===== src/rtl/dus_regs.svh =====
`ifndef DUS_REGS_SVH
`define DUS_REGS_SVH
// buffer size field width and permitted range
`define DUS_LEN_W      11
`define DUS_LEN_MIN    11'h010
`define DUS_LEN_MAX    11'h7ff
// port identities
`define DUS_ID_ZERO    2'h0
`define DUS_ID_ONE     2'h1
// port zero pins, primary then alternate
`define DUS_P0_CTS     4'h4
`define DUS_P0_RTS     4'h5
`define DUS_P0_TX      4'h6
`define DUS_P0_RX      4'h7
`define DUS_P0_CTS_ALT 4'hc
`define DUS_P0_RTS_ALT 4'hd
`define DUS_P0_TX_ALT  4'he
`define DUS_P0_RX_ALT  4'hf
// port one pins, primary then alternate
`define DUS_P1_TX      4'he
`define DUS_P1_RX      4'hf
`define DUS_P1_TX_ALT  4'hb
`define DUS_P1_RX_ALT  4'h9
// frame: start, eight data, stop
`define DUS_LAST_BIT   4'h9
`endif


===== src/rtl/dus_pkg.sv =====
`include "dus_regs.svh"
package dus_pkg;
   // enable request from software
   typedef struct packed {
      logic [1:0]            port;
      logic                  tx_present;
      logic [`DUS_LEN_W-1:0] tx_len;
      logic                  rx_present;
      logic [`DUS_LEN_W-1:0] rx_len;
   } dus_en_req_t;
   // transmit data write
   typedef struct packed {
      logic [1:0] port;
      logic [7:0] data;
   } dus_wr_t;
   typedef enum logic [1:0] {TX_IDLE, TX_WAIT, TX_SHIFT} dus_tx_st_t;
   typedef enum logic {RX_IDLE, RX_RUN} dus_rx_st_t;
endpackage


===== src/rtl/dus_top.sv =====
`timescale 1ns/10ps
`include "dus_regs.svh"
module dus_top #(
   parameter int BIT_CYCLES = 40
) (
   // clock and reset
   input  wire logic                         clock,
   input  wire logic                         reset,
   // enable and disable requests
   input  wire logic                         en_valid,
   input  wire dus_pkg::dus_en_req_t         en_req,
   input  wire logic                         dis_valid,
   input  wire logic [1:0]                   dis_port,
   // setup levels, sampled at enable
   input  wire logic [1:0]                   alt_loc,
   input  wire logic                         p0_two_wire,
   input  wire logic                         p1_one_wire,
   input  wire logic                         clk16_ready,
   // transmit writes
   input  wire logic                         wr_valid,
   input  wire dus_pkg::dus_wr_t             wr_req,
   // general io pins
   input  wire logic [15:0]                  gpio_in,
   output logic [15:0]                       gpio_out,
   output logic [15:0]                       gpio_oe,
   // status and results
   output logic [1:0]                        port_en,
   output logic                              en_ok,
   output logic                              en_fail,
   output logic                              wr_fault,
   output logic                              jtag_en,
   output logic [1:0][`DUS_LEN_W-1:0]        tx_cap,
   output logic [1:0][`DUS_LEN_W-1:0]        rx_cap,
   // per-port engine outputs
   output logic [1:0]                        tx_busy,
   output logic [1:0]                        rx_valid,
   output logic [1:0]                        frame_err,
   output logic [1:0][7:0]                   rx_data
);
   localparam logic [15:0] BIT_LAST = 16'(BIT_CYCLES - 1);  // last cycle of a bit
   localparam logic [15:0] BIT_HALF = 16'(BIT_CYCLES / 2);  // start offset for mid-bit sampling
   logic [1:0] loc_r;       // alternate location latched at enable
   logic       fourw_r;     // port zero four-wire latched at enable
   logic       onew_r;      // port one one-wire latched at enable
   logic [1:0] rxen_r;      // receive buffer given at enable
   logic       en_bad;      // enable request must be refused
   logic [1:0] wr_go;       // write accepted per port
   logic [1:0] txd_w;       // serial out per port
   logic [1:0] rxd_w;       // serial in per port, high when unused
   logic [1:0] cts_n_w;     // clear-to-send, low = go
   logic [1:0] rx_on;       // receiver allowed to run
   logic       rts_n_w;     // port zero request-to-send, low = ready
   logic [15:0] out_nxt;
   logic [15:0] oe_nxt;
   logic        wr_id_ok;
   // enable check: id, buffer presence, size, clock
   always_comb begin
      en_bad = (en_req.port > `DUS_ID_ONE) || !en_req.tx_present ||
               (en_req.tx_len < `DUS_LEN_MIN) || (en_req.tx_len > `DUS_LEN_MAX) ||
               !clk16_ready;
   end
   // port enables; enable wins over a disable in the same cycle
   always_ff @(posedge clock or posedge reset) begin
      if (reset) begin
         port_en <= 2'h0;
      end else begin
         if (dis_valid && dis_port <= `DUS_ID_ONE) begin
            port_en[dis_port[0]] <= 1'b0;
         end
         if (en_valid && !en_bad) begin
            port_en[en_req.port[0]] <= 1'b1;
         end
      end
   end
   // setup sampled only at enable, so later changes have no effect
   always_ff @(posedge clock or posedge reset) begin
      if (reset) begin
         loc_r   <= 2'h0;
         fourw_r <= 1'b1;
         onew_r  <= 1'b0;
         rxen_r  <= 2'h0;
         tx_cap  <= '0;
         rx_cap  <= '0;
      end else if (en_valid && !en_bad) begin
         loc_r[en_req.port[0]]  <= alt_loc[en_req.port[0]];
         rxen_r[en_req.port[0]] <= en_req.rx_present;
         tx_cap[en_req.port[0]] <= en_req.tx_len;
         // absent receive buffer: its size is ignored
         rx_cap[en_req.port[0]] <= en_req.rx_present ? en_req.rx_len : '0;
         if (en_req.port == `DUS_ID_ZERO) begin
            fourw_r <= !p0_two_wire;
         end else begin
            onew_r <= p1_one_wire;
         end
      end
   end
   // enable result pulses and debug port ownership
   always_ff @(posedge clock or posedge reset) begin
      if (reset) begin
         en_ok   <= 1'b0;
         en_fail <= 1'b0;
         jtag_en <= 1'b1;
      end else begin
         en_ok   <= en_valid && !en_bad;
         en_fail <= en_valid && en_bad;
         jtag_en <= !port_en[0];  // shared pins
      end
   end
   // write acceptance; a write to a busy port is dropped silently
   always_comb begin
      wr_id_ok = wr_req.port <= `DUS_ID_ONE;
      wr_go    = 2'h0;
      if (wr_valid && wr_id_ok && port_en[wr_req.port[0]] && !tx_busy[wr_req.port[0]]) begin
         wr_go[wr_req.port[0]] = 1'b1;
      end
   end
   // exception on write to a port not enabled
   always_ff @(posedge clock or posedge reset) begin
      if (reset) begin
         wr_fault <= 1'b0;
      end else begin
         wr_fault <= wr_valid && (!wr_id_ok || !port_en[wr_req.port[0]]);
      end
   end
   // pin routing; port zero wins where its alternate set overlaps port one's primary pins
   always_comb begin
      out_nxt = 16'h0000;
      oe_nxt  = 16'h0000;
      if (port_en[1]) begin
         out_nxt[loc_r[1] ? `DUS_P1_TX_ALT : `DUS_P1_TX] = txd_w[1];
         oe_nxt[loc_r[1] ? `DUS_P1_TX_ALT : `DUS_P1_TX]  = 1'b1;
      end
      if (port_en[0]) begin
         out_nxt[loc_r[0] ? `DUS_P0_TX_ALT : `DUS_P0_TX] = txd_w[0];
         oe_nxt[loc_r[0] ? `DUS_P0_TX_ALT : `DUS_P0_TX]  = 1'b1;
         if (fourw_r) begin
            out_nxt[loc_r[0] ? `DUS_P0_RTS_ALT : `DUS_P0_RTS] = rts_n_w;
            oe_nxt[loc_r[0] ? `DUS_P0_RTS_ALT : `DUS_P0_RTS]  = 1'b1;
         end
      end
   end
   // input selection; unused receive reads idle high
   always_comb begin
      rx_on[0]   = port_en[0] && rxen_r[0];
      rx_on[1]   = port_en[1] && rxen_r[1] && !onew_r;  // receive pin released
      rxd_w[0]   = rx_on[0] ? gpio_in[loc_r[0] ? `DUS_P0_RX_ALT : `DUS_P0_RX] : 1'b1;
      rxd_w[1]   = rx_on[1] ? gpio_in[loc_r[1] ? `DUS_P1_RX_ALT : `DUS_P1_RX] : 1'b1;
      // without handshake the far end is always clear
      cts_n_w[0] = fourw_r ? gpio_in[loc_r[0] ? `DUS_P0_CTS_ALT : `DUS_P0_CTS] : 1'b0;
      cts_n_w[1] = 1'b0;
      rts_n_w    = !rx_on[0];
   end
   // pins registered so every output comes from a flop
   always_ff @(posedge clock or posedge reset) begin
      if (reset) begin
         gpio_out <= 16'h0000;
         gpio_oe  <= 16'h0000;
      end else begin
         gpio_out <= out_nxt;
         gpio_oe  <= oe_nxt;
      end
   end
   // one transmit and receive engine per port
   for (genvar p = 0; p < 2; p++) begin : g_port
      dus_pkg::dus_tx_st_t tx_st_r;
      dus_pkg::dus_rx_st_t rx_st_r;
      logic [9:0]  tsh_r;    // start, data lsb first, stop
      logic [15:0] tcnt_r;
      logic [3:0]  tbit_r;
      logic        txd_r;
      logic        busy_r;
      logic [7:0]  rsh_r;
      logic [15:0] rcnt_r;
      logic [3:0]  rbit_r;
      logic        rv_r;
      logic        fe_r;
      assign txd_w[p]     = txd_r;
      assign tx_busy[p]   = busy_r;
      assign rx_valid[p]  = rv_r;
      assign frame_err[p] = fe_r;
      assign rx_data[p]   = rsh_r;
      // transmitter; disabling powers it down mid-frame
      always_ff @(posedge clock or posedge reset) begin
         if (reset) begin
            tx_st_r <= dus_pkg::TX_IDLE;
            tsh_r   <= 10'h3ff;
            tcnt_r  <= 16'h0000;
            tbit_r  <= 4'h0;
            txd_r   <= 1'b1;
            busy_r  <= 1'b0;
         end else if (!port_en[p]) begin
            tx_st_r <= dus_pkg::TX_IDLE;
            txd_r   <= 1'b1;
            busy_r  <= 1'b0;
         end else begin
            unique case (tx_st_r)
               dus_pkg::TX_IDLE: begin
                  txd_r <= 1'b1;  // line idles high
                  if (wr_go[p]) begin
                     tsh_r   <= {1'b1, wr_req.data, 1'b0};
                     busy_r  <= 1'b1;
                     tx_st_r <= dus_pkg::TX_WAIT;
                  end
               end
               dus_pkg::TX_WAIT: begin
                  // hold the frame until the far end is clear
                  if (!cts_n_w[p]) begin
                     txd_r   <= tsh_r[0];
                     tsh_r   <= {1'b1, tsh_r[9:1]};
                     tcnt_r  <= 16'h0000;
                     tbit_r  <= 4'h0;
                     tx_st_r <= dus_pkg::TX_SHIFT;
                  end
               end
               dus_pkg::TX_SHIFT: begin
                  if (tcnt_r == BIT_LAST) begin
                     tcnt_r <= 16'h0000;
                     if (tbit_r == `DUS_LAST_BIT) begin
                        busy_r  <= 1'b0;
                        txd_r   <= 1'b1;
                        tx_st_r <= dus_pkg::TX_IDLE;
                     end else begin
                        tbit_r <= tbit_r + 4'h1;
                        txd_r  <= tsh_r[0];
                        tsh_r  <= {1'b1, tsh_r[9:1]};
                     end
                  end else begin
                     tcnt_r <= tcnt_r + 16'h0001;
                  end
               end
               default: tx_st_r <= dus_pkg::TX_IDLE;
            endcase
         end
      end
      // receiver samples mid-bit; a high start bit is a glitch
      always_ff @(posedge clock or posedge reset) begin
         if (reset) begin
            rx_st_r <= dus_pkg::RX_IDLE;
            rsh_r   <= 8'h00;
            rcnt_r  <= 16'h0000;
            rbit_r  <= 4'h0;
            rv_r    <= 1'b0;
            fe_r    <= 1'b0;
         end else begin
            rv_r <= 1'b0;
            fe_r <= 1'b0;
            if (!rx_on[p]) begin
               rx_st_r <= dus_pkg::RX_IDLE;
            end else begin
               unique case (rx_st_r)
                  dus_pkg::RX_IDLE: begin
                     if (!rxd_w[p]) begin
                        rcnt_r  <= BIT_HALF;
                        rbit_r  <= 4'h0;
                        rx_st_r <= dus_pkg::RX_RUN;
                     end
                  end
                  dus_pkg::RX_RUN: begin
                     if (rcnt_r == BIT_LAST) begin
                        rcnt_r <= 16'h0000;
                        rbit_r <= rbit_r + 4'h1;
                        if (rbit_r == 4'h0 && rxd_w[p]) begin
                           rx_st_r <= dus_pkg::RX_IDLE;
                        end else if (rbit_r == `DUS_LAST_BIT) begin
                           rv_r    <= rxd_w[p];
                           fe_r    <= !rxd_w[p];  // stop must be high
                           rx_st_r <= dus_pkg::RX_IDLE;
                        end else if (rbit_r != 4'h0) begin
                           rsh_r <= {rxd_w[p], rsh_r[7:1]};  // lsb first
                        end
                     end else begin
                        rcnt_r <= rcnt_r + 16'h0001;
                     end
                  end
               endcase
            end
         end
      end
      AST_TX_START_LOW: assert property (@(posedge clock) disable iff (reset)
         tx_st_r == dus_pkg::TX_WAIT && !cts_n_w[p] && port_en[p] |=> !txd_r && busy_r)
         else $error("start bit not driven low");
      AST_CAP_RANGE: assert property (@(posedge clock) disable iff (reset)
         port_en[p] |-> tx_cap[p] >= `DUS_LEN_MIN)
         else $error("enabled port with undersized buffer");
   end
   AST_EN_FAIL_LEN: assert property (@(posedge clock) disable iff (reset)
      en_valid && en_req.tx_len < `DUS_LEN_MIN |=> en_fail && !en_ok)
      else $error("short buffer not refused");
   AST_EN_CLOCK: assert property (@(posedge clock) disable iff (reset)
      en_valid && !clk16_ready |=> en_fail)
      else $error("enable accepted without clock");
   AST_EN_OK: assert property (@(posedge clock) disable iff (reset)
      en_valid && !en_bad |=> en_ok && port_en[$past(en_req.port[0])])
      else $error("valid enable not taken");
   AST_WR_FAULT: assert property (@(posedge clock) disable iff (reset)
      wr_valid && wr_req.port <= `DUS_ID_ONE && !port_en[wr_req.port[0]] |=> wr_fault)
      else $error("write to disabled port not flagged");
   AST_JTAG_OFF: assert property (@(posedge clock) disable iff (reset)
      $rose(port_en[0]) |=> !jtag_en)
      else $error("debug port kept with port zero on");
   AST_DISABLE: assert property (@(posedge clock) disable iff (reset)
      dis_valid && dis_port <= `DUS_ID_ONE && !en_valid |=> !port_en[$past(dis_port[0])] ##1 !tx_busy[$past(dis_port[0], 2)])
      else $error("disable did not power down");
   AST_P0_TX_PIN: assert property (@(posedge clock) disable iff (reset)
      port_en[0] && loc_r[0] |=> gpio_oe[`DUS_P0_TX_ALT] && !gpio_oe[`DUS_P0_TX])
      else $error("port zero alternate pin not driven");
   AST_P0_TWO_WIRE: assert property (@(posedge clock) disable iff (reset)
      port_en[0] && !fourw_r |=> !gpio_oe[`DUS_P0_RTS] && !gpio_oe[`DUS_P0_RTS_ALT])
      else $error("handshake pin held in two-wire mode");
   AST_P1_TX_PIN: assert property (@(posedge clock) disable iff (reset)
      port_en[1] && loc_r[1] && !port_en[0] |=> gpio_oe[`DUS_P1_TX_ALT])
      else $error("port one alternate pin not driven");
   AST_P1_ONE_WIRE: assert property (@(posedge clock) disable iff (reset)
      port_en[1] && onew_r |=> !rx_valid[1])
      else $error("one-wire port received data");
   COV_EN_ZERO: cover property (@(posedge clock) disable iff (reset) en_ok ##1 port_en[0]);
   COV_RX_BYTE: cover property (@(posedge clock) disable iff (reset) rx_valid[0]);
   COV_TX_DONE: cover property (@(posedge clock) disable iff (reset) $fell(tx_busy[1]));
endmodule

===== config.mk =====
export PLATFORM = sky130hd
export DESIGN_NAME = dus_top
export DESIGN_NICKNAME = d
export VERILOG_FILES = /design/src/rtl/dus_pkg.sv /design/src/rtl/dus_top.sv
export VERILOG_INCLUDE_DIRS = /design/src /design/src/rtl
export SDC_FILE = /design/constraint.sdc
export NUM_CORES = 1
export LEC_CHECK = 0
export BUFFER_PORTS_ARGS = -buffer_cell sky130_fd_sc_hd__buf_2
export CORE_MARGIN = 5
export CORE_UTILIZATION = 30
export DETAILED_ROUTE_END_ITERATION = 10
export PLACE_DENSITY_LB_ADDON = 0.05
export SETUP_SLACK_MARGIN = 0.3
export SLEW_MARGIN = 0
export SYNTH_ARGS = -nofsm -noshare
export SYNTH_HDL_FRONTEND = slang
export SYNTH_SLANG_ARGS = --single-unit

===== constraint.sdc =====
create_clock -name clock -period 7.99 [get_ports clock]
set_input_delay 1.9975 -clock clock [delete_from_list [all_inputs] [get_ports clock]]
set_output_delay 1.9975 -clock clock [all_outputs]
set_load 0.005 [all_outputs]

==> impl_metrics.py, run 1 <==
metrics = {
    "outcome": {
        "status": "complete, no violations",
    },
    "critical_path": {
        "critPathCaptureType": "flop",
        "cp.arrival_ns": 4.08,
        "reg2reg_depth": 7,
        "path_class": "in2reg",
        "r2r_slack_ns": 4.91,
        "r2r-start": "g_port[1].tx_st_r[0]",
        "crit_required_ns": 8.35,
        "cp_max_fo": 17,
        "path_cells": "buf_2, mux2_2, a21o_1, nor3_1, a41oi_1, a31oi_1",
        "max_stage_delay_ns": 0.88,
        "r2r-end": "g_port[1].tcnt_r[11]",
        "crit_start": "gpio_in[12]",
        "crit_slowest_cell": "nor3_1",
        "cp-start-kind": "input port",
    },
    "drt": {
        "drt_iter0_drc": 335,
        "wl_per_cell_um": 16.7,
        "route.antenna.remaining_nets": 0,
        "vias": 7112,
        "drtPass1Iterations": 5,
        "via_per_inst": 4.88,
        "drc": 0,
        "wirelength_um": 24400,
    },
    "clock_network": {
        "path_clk_slew_ns": 0.07,
        "cts_hold_buffers": 0,
        "cts_tree": "yes",
        "ctsResizeCount": 0,
        "cts_sinks": 194,
        "postCtsSetupRepairBufs": 0,
        "cts_root_buf": "clkbuf_16",
        "h-tree-depth": 4,
        "clockBufferDepth": 2,
        "clock_latency_ns": 0.45,
        "numCtsBuffers": 17,
    },
    "pwr": {
        "seq_power_share_pct": 50.2,
        "finalPower_mw": 2.67,
        "power.switching_uw": 822,
        "switching_share_pct": 30.8,
        "vdd_drop_max_mv": 0.151,
        "internal_power_mw": 1.85,
        "leakagePower_nw": 5.10,
        "clkPwrFrac_pct": 32.3,
        "power.density_nw_per_um2": 240,
        "pwr-share-comb_pct": 17.5,
    },
    "layout": {
        "nFillCells": 3241,
        "area.sequential_um2": 4880,
        "area_delta_synth_final_pct": 16.1,
        "fin_cells": 1456,
        "post_route_cells_drive_above_1_share_pct": 26.5,
        "finalNetCount": 1129,
        "multiInputGateArea_um2": 4320,
    },
    "yosys": {
        "synth_seq_area_share_pct": 51.0,
        "synth_cells": 918,
        "synth_edf_count": 0,
        "synth_common_cells": "dfrtp_1 (172), nand2_1 (111), o21ai_0 (75)",
        "synth_fa_ha_area_share_pct": 3.14,
        "synth_xor_area_share_pct": 1.83,
        "ys_types": 68,
        "syn_area_um2": 9570,
        "yosys_warnings": 0,
        "synth_top_area_share_pct": 45.0,
        "synthFlopType": "dfrtp_1",
        "synth_seq_cells": 194,
        "synth_area_leaders": "dfrtp_1 (45%), mux2_2 (8.0%), dfstp_2 (6.0%)",
        "async_flop_share_pct": 100,
        "synth_simple_gate_area_share_pct": 17.8,
        "synth.most_common_cell": "dfrtp_1",
        "synth_compound_gate_area_share_pct": 10.7,
        "synth_top_area_cell": "dfrtp_1",
        "synth_top_family_by_area": "simple AND/OR/NAND/NOR gates",
        "syn_area_per_cell_um2": 10.4,
        "muxShareOfSynthArea_pct": 10.8,
    },
    "place": {
        "numPortBuffers": 134,
        "place_ws_ns": 3.74,
        "hpwl_um": 16900,
        "gp_congestion": 0.758,
        "dp.cells": 1424,
    },
    "timing": {
        "fmax_ghz": 0.268,
        "slew_headroom_pct": 33.5,
        "tns_ns": 0,
        "min_period_ns": 3.73,
        "hold_ws_ns": 0.472,
        "fin_crit_sh_pct": 46.6,
        "fin_skew_ns": 0.0195,
        "setup_violations": 0,
        "slew_violations": 0,
        "worstMarginPinSlew_ns": 0.990,
        "rsz0062_at_grt": "false",
        "hold_violations": 0,
        "fin_ws_ns": 4.26,
    },
    "min_path": {
        "hold_depth": 2,
        "hold_class": "reg2reg",
        "min_to": "g_port[0].tsh_r[8]",
        "worstHoldStart": "g_port[0].tsh_r[8]",
    },
    "floorplanning": {
        "die_area_um2": 35600,
        "coreArea_um2": 31600,
        "start_util_pct": 30.3,
        "pin_count": 168,
        "dieWidth_um": 189,
        "num_rows": 65,
        "die_y_um": 189,
    },
    "global_routing": {
        "grt_pass1_wl_um": 40000,
        "grt_pass1_vias": 7212,
        "grt_usage_pct": 13.9,
        "antenna_found_initial": 5,
        "overflow": 0,
        "grt_start_max_net_pins": 126,
    },
    "flow_run": {
        "drv_cap": 0,
    },
}
[per-stage QoR]
step	instance area (um2)	utilization, %
floorplan	9650	-
global placement	10500	33.4
detailed placement	10500	33.4
CTS	11100	35.2
global route	11100	35.2
finish	11100	35.2
[flip-flops by register name (all words and copies together) (netlist names), 4 cells and up]
signal          count
tx_cap             22
g_port.rbit_r       8
g_port.rcnt_r      32
g_port.rsh_r       16
rx_cap             22
g_port.tbit_r       8
g_port.tx_st_r      4
gpio_oe             5
g_port.tsh_r       18
g_port.tcnt_r      32
gpio_out            5
[cell families (layout without fill, tap and decap cells)]
logic type	after synthesis	count (layout)
AOI/OAI and AO/OA	171	171
DFF	194	194
other	1	23
and+or+nand+nor	330	330
buffers and inverters	87	201
adders and majority gates	24	24
xor gates and xnor gates	20	20
muxes	91	91
[layout by cell type, fill, tap and decap left out, types with 16 or more instances in the layout]
cell,instances
mux2_2,68
dfrtp_1,172
buf_2,134
a31oi_1,19
nand3_1,29
clkbuf_16,17
inv_1,29
mux2i_1,16
nand2_1,111
nor3_1,21
ha_1,24
dfstp_2,22
a21oi_1,34
o21ai_0,75
nor2_1,56
conb_1,22
[layer usage]
layer | vias up | GRT usage [%] | part of all wire [%]
met5 | - | 0 | 0.14
met4 | 8 | 3.73 | 0.85
met3 | 16 | 5.02 | 6.3
met2 | 142 | 21.1 | 45
met1 | 3470 | 18.8 | 48
li1 | 3476 | - | -
[power groups by stage]
stage	combinational, mW	clock (mW)	sequential [mW]
2_1_floorplan	0.356	0	1.29
3_3_place_gp	0.476	0	1.36
3_5_place_dp	0.480	0	1.36
4_1_cts	0.480	0.906	1.34
5_1_grt	0.536	0.939	1.37
6_report	0.466	0.862	1.34
[layout make-up]
cell class | count | area share, %
Sequential cell | 194 | 43.9
Multi-Input combinational cell | 658 | 38.8
Timing Repair Buffer | 139 | 6.37
Tap cell | 402 | 4.52
Clock buffer | 18 | 3.95
Clock inverter | 13 | 1.28
Inverter | 31 | 1.11
Antenna cell | 1 | 0.0225
[worst max path at each step]
stage / to / slack [ns] / depth (start not counted)
3_5_place_dp: g_port[0].tcnt_r[9] / 3.74 / 6
3_3_place_gp: g_port[0].tcnt_r[9] / 3.76 / 6
4_1_cts: g_port[0].tcnt_r[9] / 4.22 / 6
2_1_floorplan: en_fail / 0.75 / 1
6_report: g_port[0].tcnt_r[9] / 4.26 / 6
5_1_grt: g_port[0].tcnt_r[9] / 4.04 / 6
[worst max-delay path: cells and delay by family]
kind	cells	cell delay (ns)
and+or+nand+nor	1	0.88
buffers and inverters	1	0.11
AOI/OAI and AO/OA	3	0.81
muxes	1	0.28
No activity file was read; power rests on OpenSTA's default activity.
==> inputs of run 2 (changes only) <==
clock period = 3.3 ns   (was 7.99 ns; I/O delays follow)
==> impl_metrics.py, run 2 (same netlist as run 1, synthesis figures left out) <==
metrics = {
    "layout": {
        "fin_util_pct": 35.8,
        "finalNetCount": 1146,
        "layout_common_cells": "dfrtp_1 (172), buf_2 (134), nand2_1 (111)",
        "final_common_cell": "dfrtp_1",
        "area_delta_synth_final_pct": 17.9,
        "post_route_cells_drive_above_1_share_pct": 27.8,
        "fin_cells": 1475,
        "reg.largest.list": "g_port.rcnt_r (32), g_port.tcnt_r (32)",
    },
    "clock_network": {
        "clockBufferDepth": 2,
        "h-tree-depth": 4,
        "cts_root_buf": "clkbuf_16",
        "clock_latency_ns": 0.45,
        "path_clk_slew_ns": 0.08,
        "postCtsSetupRepairBufs": 0,
        "numCtsBuffers": 17,
        "cts_tree": "yes",
        "cts_sinks": 194,
    },
    "global_routing": {
        "grt_pass1_vias": 7229,
        "grt_usage_pct": 14.2,
        "grt_pass1_wl_um": 40700,
        "overflow": 0,
        "grt_start_max_net_pins": 114,
        "antenna_found_initial": 3,
    },
    "critical_path": {
        "cp-start-kind": "flop",
        "path_class": "reg2reg",
        "r2r_slack_ns": 0.72,
        "r2r-end": "g_port[0].tsh_r[5]",
        "reg2reg_depth": 6,
        "path_cells": "or4_4, nor4_4, a21oi_2, nor4b_2, buf_4, mux2_4",
        "max_stage_delay_ns": 0.58,
        "crit_required_ns": 3.67,
        "r2r-start": "g_port[0].tcnt_r[3]",
        "crit_slowest_cell": "or4_4",
        "cp_max_fo": 9,
        "cp.arrival_ns": 2.95,
        "critPathCaptureType": "flop",
    },
    "timing": {
        "rsz0062_at_grt": "false",
        "fmax_ghz": 0.388,
        "fin_crit_sh_pct": 78.1,
        "slew_violations": 0,
        "slew_headroom_pct": 38.9,
        "setup_violations": 0,
        "fin_skew_ns": 0.0137,
        "hold_ws_ns": 0.263,
        "hold_violations": 0,
        "min_period_ns": 2.58,
        "worstMarginPinSlew_ns": 0.915,
    },
    "outcome": {
        "status": "complete, no violations",
    },
    "floorplanning": {
        "dieWidth_um": 189,
        "pin_count": 168,
        "start_util_pct": 30.3,
        "die_area_um2": 35600,
        "num_rows": 65,
        "coreArea_um2": 31600,
        "die_y_um": 189,
    },
    "place": {
        "hpwl_um": 17300,
        "dp.cells": 1441,
        "gp_congestion": 0.759,
        "numPortBuffers": 134,
    },
    "drt": {
        "drc": 0,
        "wirelength_um": 24600,
        "vias": 7094,
        "via_per_inst": 4.81,
        "drtPass1Iterations": 4,
        "wl_per_cell_um": 16.7,
        "route.antenna.remaining_nets": 0,
        "drt_iter0_drc": 294,
    },
    "pwr": {
        "power.density_nw_per_um2": 580,
        "vdd_drop_max_mv": 0.363,
        "leakagePower_nw": 5.19,
        "finalPower_mw": 6.54,
    },
    "min_path": {
        "hold_class": "in2async",
    },
    "flow_run": {
        "drv_cap": 0,
    },
}
==> run 2: through the flow <==
step	worst slack, ns	setup TNS (ns)	area (um2)
floorplan	-0.0114	-1.97	9660
global placement	0.472	0	10700
detailed placement	0.498	0	10700
CTS	0.519	0	11300
global route	0.561	0	11300
finish	0.722	0	11300
==> run 2: worst max-delay path: cells and delay by family (launching register included) <==
kind / cells / cell delay [ns]
and+or+nand+nor: 3 / 1.30
DFF: 1 / 0.47
muxes: 1 / 0.32
buffers and inverters: 1 / 0.26
AOI/OAI and AO/OA: 1 / 0.15
==> run 2: routing by layer <==
metal | vias up | global-route usage (%) | wire, um
met4 | 6 | 4.20 | 311
li1 | 3509 | - | -
met3 | 22 | 4.30 | 1460
met2 | 122 | 21.0 | 10800
met1 | 3435 | 20.0 | 12100
met5 | - | 0 | 33
==> run 2: layout make-up <==
type	count	area, um2
Timing Repair Buffer	156	848
Clock buffer	18	439
Fill cell	3289	20300
Multi-Input combinational cell	658	4320
Tap cell	402	503
Sequential cell	194	4880
Antenna cell	2	5.00
Inverter	31	120
Clock inverter	14	163
==> run 2: worst max-delay path by stage <==
stage	end	slack, ns	from
final	g_port[0].tsh_r[5]	0.72	g_port[0].tcnt_r[3]
after detailed placement	g_port[0].tcnt_r[9]	0.50	gpio_in[12]
after CTS	g_port[0].tcnt_r[9]	0.52	g_port[0].tx_st_r[0]
after global routing	g_port[0].tsh_r[7]	0.56	g_port[0].tcnt_r[3]
after global placement	g_port[0].tcnt_r[9]	0.47	gpio_in[12]
after floorplan	en_fail	-0.01	reset
==> run 2: report_power, final <==
part	internal, mW	total [mW]	switching [mW]
sequential	2.83	3.24	0.413
clock	1.04	2.13	1.09
combinational	0.578	1.17	0.593
total	4.45	6.54	2.09
==> run 2: what timing repair did <==
| action | CTS | global route |
|---|---|---|
| endpoints found under the hold margin | 0 | 0 |
| hold buffers | 0 | 0 |
| endpoints found under the setup margin | 0 | 1 |
| resized for setup | 0 | 1 |
